==> config.mk <==
export PLATFORM = sky130hd
export DESIGN_NAME = wcms_core
export DESIGN_NICKNAME = d
export VERILOG_FILES = /design/src/wcms_pkg.sv /design/src/wcms_core.sv
export SDC_FILE = /design/constraint.sdc
export NUM_CORES = 1
export LEC_CHECK = 0
export BUFFER_PORTS_ARGS = -buffer_cell sky130_fd_sc_hd__buf_4
export CAP_MARGIN = 0
export CELL_PAD_IN_SITES_DETAIL_PLACEMENT = 1
export CELL_PAD_IN_SITES_GLOBAL_PLACEMENT = 2
export CORE_MARGIN = 2
export CORE_UTILIZATION = 36
export DETAILED_ROUTE_END_ITERATION = 6
export PLACE_DENSITY = 0.92
export SYNTH_ARGS = -nofsm -noshare
export SYNTH_HDL_FRONTEND = slang
export SYNTH_SLANG_ARGS = --single-unit
export TNS_END_PERCENT = 30
==> constraint.sdc <==
create_clock -name core_clk -period 12.5 [get_ports core_clk]
set_input_delay 1.25 -clock core_clk [delete_from_list [all_inputs] [get_ports core_clk]]
set_output_delay 1.25 -clock core_clk [all_outputs]
set_load 0.05 [all_outputs]
==> src/wcms_pkg.sv <==
package wcms_pkg;

  localparam int           DATA_W      = 16;
  localparam int           ADDR_W      = 16;
  localparam int           AXI_AW      = 8;
  localparam logic [15:0]  CRC_POLY    = 16'h1021;
  localparam logic [15:0]  CRC_PRESET  = 16'hFFFF;
  localparam logic [15:0]  CRC_GOOD    = 16'h0000;
  localparam int           CID_LSB     = 12;
  localparam int           CID_W       = 4;
  localparam int           CRC_EN_BIT  = 0;
  localparam logic [15:0]  MIN_COUNT   = 16'h0002;

  // Register byte offsets
  localparam logic [7:0]   REG_CTRL    = 8'h00;
  localparam logic [7:0]   REG_STATUS  = 8'h04;
  localparam logic [7:0]   REG_CRC     = 8'h08;
  localparam logic [7:0]   REG_FUNC    = 8'h0C;
  localparam logic [7:0]   REG_WORD    = 8'h10;

  // Control register fields
  localparam int           CTRL_REQ_SW   = 0;
  localparam int           CTRL_REQ_NRM  = 1;
  localparam int           CTRL_OR_MODE  = 2;
  localparam int           CTRL_HRESET   = 3;
  // Status fields
  localparam int           ST_SWITCHED   = 0;
  localparam int           ST_PENDING    = 1;
  localparam int           ST_CRC_ERR    = 4;
  localparam int           ST_BUSY       = 5;

  typedef enum logic [1:0]
  {
    AXI_OKAY   = 2'b00,
    AXI_SLVERR = 2'b10
  } wcms_resp_t;

  // Terminal IC memory access as seen by the block
  typedef struct packed
  {
    logic              rd;
    logic              wr;
    logic [ADDR_W-1:0] addr;
    logic              strStart;
    logic              strEnd;
  } wcms_tacc_t;

  // CRC step: shift one 16-bit word, MSB first
  function automatic logic [15:0] wcms_crc_word(input logic [15:0] acc,
                                                input logic [15:0] data);
    logic [15:0] c;
    c = acc;
    for (int i = DATA_W - 1; i >= 0; i--)
    begin
      if (c[15] ^ data[i])
        c = {c[14:0], 1'b0} ^ CRC_POLY;
      else
        c = {c[14:0], 1'b0};
    end
    return c;
  endfunction

endpackage

==> src/wcms_core.sv <==
`timescale 1ns/1ps
// Overview of operation
// CRC divides modulo 2 by x^16+x^12+x^5+1, 16-bit remainder.
// Accumulator preset to all ones at each wordstring start.
// Bits enter MSB first, label first; label always included.
// Remainder is sent uncomplemented as final word.
// CRC over intact wordstring plus check word gives zero.
// Label is 16 bits, channel identifier in upper four bits.
// Capture label/data alongside terminal reads, no processor bus cycles.
// Present check word when terminal fetches the last word.
// Software enables hardware CRC by low bit 0 of cell word five.
// CRC over label and n-1 words, sent as word n; memory untouched.
// Count from cell for fixed, first data word for variable.
// Software uses count of at least two with hardware CRC.
// Correct channel identifier used despite label substitution.
// 64-Kword space; halves remapped for terminal IC only.
// Invert mode inverts terminal address MSB; normal passes through.
// OR mode forces terminal address MSB to one.
// Host accesses always use unswitched addresses.
// Buffer updates synchronized with transmission, no mixed wordstrings.
// Empty buffer: previous data resent until new cell available.
// Check function: non-zero CRC raises interrupt and sets bit 4.
// Append function writes CRC at base plus n minus one. The block writes no memory; the software CRC is only readable at REG_CRC.
// Count mode selects fixed total or maximum with word at base.
// Variable buffer read uses smaller of first word and cell size.
// Read functions return words then CRC, no memory write.
// Switch request takes effect only at next wordstring start.
// Reset gives normal addressing, no pending switch, idle CRC.
module wcms_core
  import wcms_pkg::*;
#(
  parameter int CELL_W = 16
)
(
  input  wire logic                    core_clk,
  input  wire logic                    reset,
  // Terminal IC side
  input  wire wcms_pkg::wcms_tacc_t    termAcc,
  input  wire logic [15:0]             termRdData,
  input  wire logic                    termCrcEnN,
  input  wire logic                    termVarLen,
  input  wire logic [15:0]             termCellCount,
  input  wire logic [3:0]              termCid,
  output logic [15:0]                  memAddr,
  output logic [15:0]                  termWordOut,
  output logic                         termCrcSel,
  // Host memory side
  input  wire logic                    hostAcc,
  input  wire logic [15:0]             hostAddr,
  output logic [15:0]                  hostMemAddr,
  output logic                         crcErrIrq,
  // AXI4-Lite
  input  wire logic [7:0]              s_axi_awaddr,
  input  wire logic                    s_axi_awvalid,
  output logic                         s_axi_awready,
  input  wire logic [31:0]             s_axi_wdata,
  input  wire logic [3:0]              s_axi_wstrb,
  input  wire logic                    s_axi_wvalid,
  output logic                         s_axi_wready,
  output logic [1:0]                   s_axi_bresp,
  output logic                         s_axi_bvalid,
  input  wire logic                    s_axi_bready,
  input  wire logic [7:0]              s_axi_araddr,
  input  wire logic                    s_axi_arvalid,
  output logic                         s_axi_arready,
  output logic [31:0]                  s_axi_rdata,
  output logic [1:0]                   s_axi_rresp,
  output logic                         s_axi_rvalid,
  input  wire logic                    s_axi_rready
);
  import wcms_pkg::*;

  ////////////////////////////////////////////////////////////////////////////
  // Address switch
  logic        switched_r;
  logic        orMode_r;
  logic        pendSw_r;
  logic        pendNrm_r;
  logic        ctrlWr;
  logic [31:0] wDataHeld_r;
  logic [3:0]  wStrbHeld_r;
  logic [7:0]  wAddrHeld_r;
  logic        awHave_r;
  logic        wHave_r;

  assign ctrlWr = awHave_r && wHave_r && !s_axi_bvalid && (wAddrHeld_r == REG_CTRL)
                  && wStrbHeld_r[0];

  always_ff @(posedge core_clk or posedge reset)
  begin
    if (reset)
    begin
      switched_r <= 1'b0;
      pendSw_r   <= 1'b0;
      pendNrm_r  <= 1'b0;
      orMode_r   <= 1'b0;
    end
    else if (ctrlWr && wDataHeld_r[CTRL_HRESET])
    begin
      // Immediate return to normal, cancels requests
      switched_r <= 1'b0;
      pendSw_r   <= 1'b0;
      pendNrm_r  <= 1'b0;
      orMode_r   <= wDataHeld_r[CTRL_OR_MODE];
    end
    else
    begin
      if (termAcc.strStart && (pendSw_r || pendNrm_r))
      begin
        switched_r <= pendSw_r;
        pendSw_r   <= 1'b0;
        pendNrm_r  <= 1'b0;
      end
      // Request written during start cycle waits for the following wordstring
      if (ctrlWr)
      begin
        orMode_r <= wDataHeld_r[CTRL_OR_MODE];
        if (wDataHeld_r[CTRL_REQ_SW])
        begin
          pendSw_r  <= 1'b1;
          pendNrm_r <= 1'b0;
        end
        else if (wDataHeld_r[CTRL_REQ_NRM])
        begin
          pendNrm_r <= 1'b1;
          pendSw_r  <= 1'b0;
        end
      end
    end
  end

  always_ff @(posedge core_clk or posedge reset)
  begin
    if (reset)
    begin
      memAddr     <= 16'h0000;
      hostMemAddr <= 16'h0000;
    end
    else
    begin
      memAddr <= termAcc.addr;
      if (switched_r)
      begin
        if (orMode_r)
          memAddr[ADDR_W-1] <= 1'b1;
        else
          memAddr[ADDR_W-1] <= ~termAcc.addr[ADDR_W-1];
      end
      if (hostAcc)
        hostMemAddr <= hostAddr;
    end
  end

  ////////////////////////////////////////////////////////////////////////////
  // Transmit CRC generator
  logic [15:0] crcAcc_r;
  logic [15:0] wordsLeft_r;
  logic        active_r;
  logic        needCount_r;
  logic        firstData_r;
  logic [15:0] labelFixed;
  logic [15:0] firstCount;

  // Label as transmitted, with the real channel identifier on top
  assign labelFixed = {termCid, termRdData[CID_LSB-1:0]};

  // Variable count is capped by the cell size held since the label fetch
  assign firstCount = (termRdData < wordsLeft_r) ? termRdData : wordsLeft_r;

  always_ff @(posedge core_clk or posedge reset)
  begin
    if (reset)
    begin
      crcAcc_r    <= CRC_PRESET;
      wordsLeft_r <= 16'h0000;
      active_r    <= 1'b0;
      needCount_r <= 1'b0;
      firstData_r <= 1'b0;
    end
    else if (termAcc.strStart && termAcc.rd && !termCrcEnN)
    begin
      // Label fetch: preset then fold label in first
      // Mode and count frozen here, so later cell updates cannot mix in
      crcAcc_r    <= wcms_crc_word(CRC_PRESET, labelFixed);
      active_r    <= 1'b1;
      needCount_r <= termVarLen;
      firstData_r <= 1'b1;
      wordsLeft_r <= termCellCount;
    end
    else if (active_r && termAcc.rd)
    begin
      firstData_r <= 1'b0;
      if (firstData_r && needCount_r)
        wordsLeft_r <= firstCount - 16'h0001;
      else
        wordsLeft_r <= wordsLeft_r - 16'h0001;
      if ((firstData_r && needCount_r && firstCount == 16'h0001)
          || (!(firstData_r && needCount_r) && wordsLeft_r == 16'h0001))
        active_r <= 1'b0;
      else
        crcAcc_r <= wcms_crc_word(crcAcc_r, termRdData);
    end
    else if (termAcc.strEnd)
      active_r <= 1'b0;
  end

  // Substitute check word on the last fetch; memory itself is only read
  logic lastFetch;
  assign lastFetch = active_r && termAcc.rd &&
                     ((firstData_r && needCount_r) ? (firstCount == 16'h0001)
                                                   : (wordsLeft_r == 16'h0001));

  always_ff @(posedge core_clk or posedge reset)
  begin
    if (reset)
    begin
      termWordOut <= 16'h0000;
      termCrcSel  <= 1'b0;
    end
    else
    begin
      termCrcSel  <= lastFetch;
      // Memory words pass as read, so stale cells are simply resent
      termWordOut <= lastFetch ? crcAcc_r : termRdData;
    end
  end

  ////////////////////////////////////////////////////////////////////////////
  // Software CRC engine: words fed through a register
  logic [15:0] swCrc_r;
  logic        swBusy_r;
  logic        crcErr_r;
  logic        feedWr;
  logic        funcWr;

  assign feedWr = awHave_r && wHave_r && !s_axi_bvalid && (wAddrHeld_r == REG_WORD);
  assign funcWr = awHave_r && wHave_r && !s_axi_bvalid && (wAddrHeld_r == REG_FUNC);

  always_ff @(posedge core_clk or posedge reset)
  begin
    if (reset)
    begin
      swCrc_r   <= CRC_PRESET;
      swBusy_r  <= 1'b0;
      crcErr_r  <= 1'b0;
      crcErrIrq <= 1'b0;
    end
    else
    begin
      if (funcWr && wDataHeld_r[0])
      begin
        swCrc_r  <= CRC_PRESET;
        swBusy_r <= 1'b1;
      end
      else if (feedWr && swBusy_r)
        swCrc_r <= wcms_crc_word(swCrc_r, wDataHeld_r[15:0]);
      // Check finish: non-zero remainder flags error, set beats clear
      if (funcWr && wDataHeld_r[1] && swBusy_r)
      begin
        swBusy_r  <= 1'b0;
        crcErr_r  <= (swCrc_r != CRC_GOOD);
        crcErrIrq <= (swCrc_r != CRC_GOOD);
      end
      else if (funcWr && wDataHeld_r[2])
      begin
        crcErr_r  <= 1'b0;
        crcErrIrq <= 1'b0;
      end
    end
  end

  ////////////////////////////////////////////////////////////////////////////
  // AXI4-Lite slave
  always_ff @(posedge core_clk or posedge reset)
  begin
    if (reset)
    begin
      awHave_r      <= 1'b0;
      wHave_r       <= 1'b0;
      wAddrHeld_r   <= 8'h00;
      wDataHeld_r   <= 32'h0000_0000;
      wStrbHeld_r   <= 4'h0;
      s_axi_bvalid  <= 1'b0;
      s_axi_bresp   <= AXI_OKAY;
    end
    else
    begin
      if (s_axi_awvalid && s_axi_awready)
      begin
        awHave_r    <= 1'b1;
        wAddrHeld_r <= s_axi_awaddr;
      end
      if (s_axi_wvalid && s_axi_wready)
      begin
        wHave_r     <= 1'b1;
        wDataHeld_r <= s_axi_wdata;
        wStrbHeld_r <= s_axi_wstrb;
      end
      if (awHave_r && wHave_r && !s_axi_bvalid)
      begin
        s_axi_bvalid <= 1'b1;
        s_axi_bresp  <= (wAddrHeld_r == REG_CTRL || wAddrHeld_r == REG_FUNC
                         || wAddrHeld_r == REG_WORD) ? AXI_OKAY : AXI_SLVERR;
      end
      else if (s_axi_bvalid && s_axi_bready)
      begin
        s_axi_bvalid <= 1'b0;
        awHave_r     <= 1'b0;
        wHave_r      <= 1'b0;
      end
    end
  end

  assign s_axi_awready = !awHave_r;
  assign s_axi_wready  = !wHave_r;

  function automatic logic [31:0] readMux(input logic [7:0] a);
    unique case (a)
      REG_CTRL:   readMux = {29'h0, orMode_r, pendNrm_r, pendSw_r};
      REG_STATUS: readMux = {26'h0, swBusy_r, crcErr_r, 2'b00, pendSw_r | pendNrm_r,
                             switched_r};
      REG_CRC:    readMux = {16'h0000, swCrc_r};
      default:    readMux = 32'h0000_0000;
    endcase
  endfunction

  always_ff @(posedge core_clk or posedge reset)
  begin
    if (reset)
    begin
      s_axi_rvalid  <= 1'b0;
      s_axi_rdata   <= 32'h0000_0000;
      s_axi_rresp   <= AXI_OKAY;
      s_axi_arready <= 1'b0;
    end
    else
    begin
      s_axi_arready <= 1'b0;
      if (s_axi_arvalid && !s_axi_arready && !s_axi_rvalid)
      begin
        s_axi_arready <= 1'b1;
        s_axi_rvalid  <= 1'b1;
        s_axi_rdata   <= readMux(s_axi_araddr);
        s_axi_rresp   <= (s_axi_araddr <= REG_CRC && s_axi_araddr[1:0] == 2'b00)
                         ? AXI_OKAY : AXI_SLVERR;
      end
      else if (s_axi_rvalid && s_axi_rready)
        s_axi_rvalid <= 1'b0;
    end
  end

  ////////////////////////////////////////////////////////////////////////////
  a_switch_at_start: assert property (@(posedge core_clk) disable iff (reset)
    (!termAcc.strStart && !(ctrlWr && wDataHeld_r[CTRL_HRESET]))
      |=> $stable(switched_r))
    else $error("switch changed mid wordstring");

  a_invert_msb: assert property (@(posedge core_clk) disable iff (reset)
    (switched_r && !orMode_r && $stable(switched_r) && $stable(orMode_r))
      |=> memAddr[15] == ~$past(termAcc.addr[15]))
    else $error("invert mode msb wrong");

  a_or_msb: assert property (@(posedge core_clk) disable iff (reset)
    (switched_r && orMode_r && $stable(switched_r)) |=> memAddr[15])
    else $error("or mode msb not one");

  a_normal_pass: assert property (@(posedge core_clk) disable iff (reset)
    !switched_r |=> memAddr == $past(termAcc.addr))
    else $error("normal address altered");

  a_host_unswitched: assert property (@(posedge core_clk) disable iff (reset)
    hostAcc |=> hostMemAddr == $past(hostAddr))
    else $error("host address switched");

  a_crc_last_word: assert property (@(posedge core_clk) disable iff (reset)
    lastFetch |=> termCrcSel && termWordOut == $past(crcAcc_r))
    else $error("check word not presented");

  a_crc_preset: assert property (@(posedge core_clk) disable iff (reset)
    (termAcc.strStart && termAcc.rd && !termCrcEnN)
      |=> crcAcc_r == wcms_crc_word(16'hFFFF, $past(labelFixed)))
    else $error("accumulator not preset");

  a_err_flag: assert property (@(posedge core_clk) disable iff (reset)
    (funcWr && wDataHeld_r[1] && swBusy_r) |=> crcErr_r == ($past(swCrc_r) != 16'h0000))
    else $error("crc error flag wrong");

endmodule // wcms_core

# Word-level counts from Yosys, hierarchy flattened
# Index checks and enable logic that the tools add are counted.
[word_totals]
regBits = 172
input_bits = 134
output_inout_bits = 91
elab_cells = 377
[classes]
n_addsub = 2
n_lt_le_gt_ge = 2
n_eq_ne = 8
mux = 189
n_bitwise = 96
reduce_logical = 53
[ops]
columns = ["op", "count"]
rows = [
  ["$mux W16", 100],
  ["$mux W13", 48],
  ["$not A3 Y3", 47],
  ["$pmux W16 S3", 1],
  ["$xor A1 B1 Y1", 47],
  ["$mux W1", 38],
  ["$eq A16 B1 Y1 const B", 2],
  ["$sub A16 B1 Y16 const B", 2],
  ["$logic_and A1 B1 Y1", 27],
  ["$eq A8 B4 Y1 const B", 2],
  ["$logic_not A8 Y1", 2],
  ["$lt A16 B16 Y1", 1],
  ["$reduce_bool A16 Y1", 1],
  ["$reduce_bool A2 Y1", 8],
  ["$eq A8 B3 Y1 const B", 1],
  ["$eq A8 B5 Y1 const B", 1],
  ["$le A8 B4 Y1 const B", 1],
  ["$logic_not A1 Y1", 7],
  ["$logic_or A1 B1 Y1", 4],
  ["$mux W2", 2],
  ["$reduce_and A2 Y1", 2],
  ["$ne A3 B3 Y1 const B", 1],
  ["$reduce_bool A3 Y1", 1],
  ["$logic_not A2 Y1", 1],
  ["3 further kinds", 3],
]

# Longest topological paths before layout
[logic_depth]
depth_word = 83
ltp_mapped = 19

# Least setup slack after synthesis
# No wires, ideal clock.
[synth_timing]
path_type = "input to register"
startpoint = "input termRdData[15]"
endpoint = "register termWordOut[10]"
setup_ns = 0.125
arrival_time_ns = 4.602
t_required_ns = 12.375
slack_ns = 7.773
stages = 14
path_buffers = 2
path_cell_list = "ha_1 -> nand4_1 -> a211oi_1 -> a32oi_1 -> nand2_1 -> clkbuf_1 -> mux2i_1 -> ha_1 -> nand3_1 -> or4_1 -> mux2_4 -> a21oi_4 -> buf_12 -> mux2_4"
[synth_via]
elab_chain_cells = 6
[synth_lines]
columns = ["item", "line_no", "source"]
rows = [
  ["from (decl)", "wcms_core.sv:39", "input wire logic [15:0] termRdData,"],
  ["$lt A16 B16 Y1", "wcms_core.sv:168", "assign firstCount = (termRdData < wordsLeft_r) ? termRdData : wordsLeft_r;"],
  ["$mux W16 *", "wcms_core.sv:168", ""],
  ["$eq A16 B1 Y1 *", "wcms_core.sv:210", "((firstData_r && needCount_r) ? (firstCount == 16'h0001)"],
  ["$mux W1 *", "wcms_core.sv:210", ""],
  ["$logic_and A1 B1 Y1 *", "wcms_core.sv:209", "assign lastFetch = active_r && termAcc.rd &&"],
  ["$mux W16 *", "wcms_core.sv:224", "termWordOut <= lastFetch ? crcAcc_r : termRdData;"],
  ["to (signal assigned)", "wcms_core.sv:224", ""],
  ["to (decl)", "wcms_core.sv:45", "output logic [15:0] termWordOut,"],
]
# Every way passes the cells marked *; elsewhere a longest branch is shown, timed or not.
# A chain may end at the register's enable or synchronous reset.

# Worst setup path after layout
[layout_timing]
startpoint = "input termRdData[15]"
endpoint = "register termWordOut[2]"
# Same word-level chain as after synthesis.

==> run_results.csv <==
group,metric,value,unit
grt,grt_pass1_vias,7745,
logic_synthesis,async_flop_share,1.00,
drt,wl_per_cell,19.7,µm
logic_synthesis,ys.flop_type,"dfrtp_1",
clocking,cts-htree-levels,4,
logic_synthesis,synth_warnings,0,
grt,antenna_found_initial,0,
critical_path,crit_slowest_cell,"a21oi_4",
floorplan,ios,225,
clocking,postCtsHoldBufs,0,
logic_synthesis,synth_adder_area_share,0.0265,
sta,max_freq,186,MHz
critical_path,crit_chain,"buf_4 > ha_1 > nand4_1 > a211oi_1 > a32oi_1 > nand2_1 > mux2i_1 > ha_1 > nand3_1 > or4_1 > mux2_4 > a21oi_4 > mux2_2",
drt,drt_pass1_iterations,4,
pwr,p_leak,4.86,nW
floorplan,start_util,0.368,
clocking,tritoncts,"done",
drt,vias,7206,
pwr,switching_share,0.430,
final_layout,nFillCells,2733,
logic_synthesis,synthMuxAreaShare,0.0887,
critical_path,crit_top_cell,"ha_1",
sta,worst_slew_pin_slew,1.15,ns
pwr,combPwrFrac,0.533,
run_status,outcome,"completed",
grt,grt_first_pass_wirelength,43300,µm
final_layout,final_cells,1385,
grt,grt_max_degree,79,
logic_synthesis,synthCells,887,
logic_synthesis,syn_area,8980,µm²
clocking,root_buffer,"clkbuf_16",
pwr,p_per_area,259,nW/µm²
placed_design,io_buffers,186,
clocking,cts_sinks,154,
logic_synthesis,synthSimpleGateAreaFrac,0.119,
placed_design,place_congestion,0.805,
logic_synthesis,avgSynthCellArea,10.1,µm²
drt,via_per_inst,5.20,
logic_synthesis,synth_edf_count,0,
logic_synthesis,synth_top_area_frac,0.340,
pwr,p_switching,0.00125,W
logic_synthesis,ys_ff_latch,154,
final_layout,drive_gt1_frac,0.305,
critical_path,cp_max_fo,16,
sta,slew_headroom,0.232,
sta,finalSetupTns,0,ns
pwr,clkPwrFrac,0.188,
critical_path,required,12.80,ns
sta,rsz0062_at_grt,"false",
floorplan,dieHeight,162,µm
placed_design,dpl-instance-area,10600,µm²
flow_run,cap_violations,0,
final_layout,syn2layout_area_growth,24.3,%
sta,slew_viol_final,0,
pwr,intPower,0.00165,W
drt,wirelength,27400,µm
clocking,cts_setup_buffers,0,
final_layout,multi_input_area,4710,µm²
logic_synthesis,synth.largest_area_cell,"dfrtp_1",
clocking,clkTransAtPathRegs,0.07,ns
drt,ant_nets,0,
grt,overflow,0,
logic_synthesis,ys_types,70,
clocking,post_cts_resized,0,
placed_design,hpwl,19900,µm
hold_path,hold_class,"reg2reg",
critical_path,critPathCaptureType,"flop",
floorplan,die_w,162,µm
critical_path,criticalPathCategory,"in2reg",
sta,setup_viol,0,
placed_design,dp.cells,1353,
final_layout,nets,1201,
clocking,numCtsBuffers,17,
pwr,pwr-share-seq,0.279,
final_layout,utilization,0.458,
floorplan,coreArea,24400,µm²
drt,drcViolationCount,0,
logic_synthesis,synth_area_leaders,"dfrtp_1 34%, xnor2_1 11%, dfstp_2 9.4%",
sta,fin_crit,5.38,ns
clocking,insertion_delay,0.43,ns
pwr,irDropWorstVdd,0.137,mV
final_layout,seq_area,3890,µm²
final_layout,final_area,11200,µm²
grt,track_usage,0.212,
logic_synthesis,yosysSeqAreaShare,0.433,
final_layout,diodes,0,
critical_path,arrival,5.68,ns
logic_synthesis,synth_xor_area_frac,0.158,
sta,fin_crit_sh,0.430,
floorplan,die_area,26200,µm²
critical_path,slowest_delay,0.66,ns
logic_synthesis,synth-compound-area-share,0.124,
sta,clock_skew,0.0138,ns
logic_synthesis,synth_top_family_by_area,"XOR/XNOR gates",
floorplan,num_rows,57,
clocking,clockBufferDepth,2,
critical_path,startpoint_type,"input pin",
drt,drt_iter0_drc,431,
sta,finalHoldViolCount,0,
-- cell usage in the layout, fill, tap and decap left out, drive strengths merged, types with 4 or more instances in the layout --
cell	instances
xnor3	6
nand3b	4
or4	6
nand2b	4
a211oi	4
clkbuf	18
mux2i	8
conb	18
o21ai	33
a22o	12
nor3	20
dfstp	32
inv	36
nor2	76
nand4	4
nor2b	7
nand3	12
buf	192
ha	19
a31oi	7
mux2	60
and3	7
nand2	61
a21oi	55
a21o	4
nor4	12
o31ai	6
xor2	37
dfrtp	122
o22ai	13
xnor2	110
-- per-layer routing --
metal	global-route usage	wire length (µm)	vias to the layer above
li1	-	-	3367
met1	0.270	12000	3623
met2	0.375	13900	185
met3	0.0378	1020	31
met4	0.0519	427	0
met5	0	0	-
-- synthesized netlist by cell type (all sizes together), types with 4 or more instances --
cell type and instances:
o21ai 33, a211oi 4, o22ai 13, nand2b 4, nor3 20, nand2 61
buf 20, dfrtp 122, nor2b 7, mux2 60, o31ai 6, mux2i 8
xor2 37, a22o 12, dfstp 32, nor4 12, clkbuf 47, a21oi 55
xnor3 6, nand3b 4, ha 19, nand4 4, xnor2 110, or4 6
a21o 4, inv 27, nand3 12, and3 7, a31oi 7, nor2 76
-- worst paths after layout --
check	startpoint	to	slack [ns]	cells after the start
max in group asynchronous	reset	wDataHeld_r[15]	10.04	3
hold / removal	s_axi_rresp[1]	s_axi_rresp[1]	0.48	2
min in group asynchronous	reset	hostMemAddr[5]	0.95	2
hold reg to reg	s_axi_rresp[1]	s_axi_rresp[1]	0.48	2
setup reg to reg	wordsLeft_r[13]	termWordOut[2]	7.56	13
setup / recovery	termRdData[15]	termWordOut[2]	7.12	13
-- area by class of cell --
class,count,area share
Multi-Input combinational cell,656,0.422
Sequential cell,154,0.349
Timing Repair Buffer,192,0.129
Clock buffer,18,0.0384
Tap cell,324,0.0363
Clock inverter,14,0.0154
Inverter,27,0.00953
-- power by group through the flow --
stage	logic (W)	registers (W)	clock network [W]
floorplan	0.00116	0.000821	0
global placement	0.00146	0.000807	0
detailed placement	0.00152	0.000814	0
CTS	0.00154	0.000806	0.000557
global route	0.00169	0.000828	0.000582
finish	0.00154	0.000808	0.000543
-- flip-flops by register name, indices dropped and copies added, names as in the netlist, 8 cells and up --
| name | flops |
|---|---|
| s_axi_rdata | 16 |
| swCrc_r | 16 |
| wDataHeld_r | 16 |
| wAddrHeld_r | 8 |
| memAddr | 16 |
| hostMemAddr | 16 |
| termWordOut | 16 |
| crcAcc_r | 16 |
| wordsLeft_r | 16 |
-- cells by family after synthesis --
logic type                 count (synthesis)
muxes                                     68
DFF                                      154
xor gates and xnor gates                 153
buffers and inverters                     94
and+or+nand+nor                          227
AOI/OAI and AO/OA                        171
adders and majority gates                 19
other                                      1
-- critical path, delay by kind of cell --
kind	cells	cell delay, ns
AOI/OAI and AO/OA	3	1.13
adders and majority gates	2	0.52
buffers and inverters	1	0.16
muxes	3	1.09
and+or+nand+nor	4	1.50
-- through the flow --
step	setup WS [ns]	power [W]	hold slack, ns
final	7.12	0.00289	0.484
after global routing	6.88	0.00310	0.517
after CTS	7.17	0.00291	0.487
after detailed placement	6.73	0.00233	0.471
after global placement	6.85	0.00227	0.466
after floorplan	7.15	0.00198	0.464
Power figures use the tool's default switching activity.
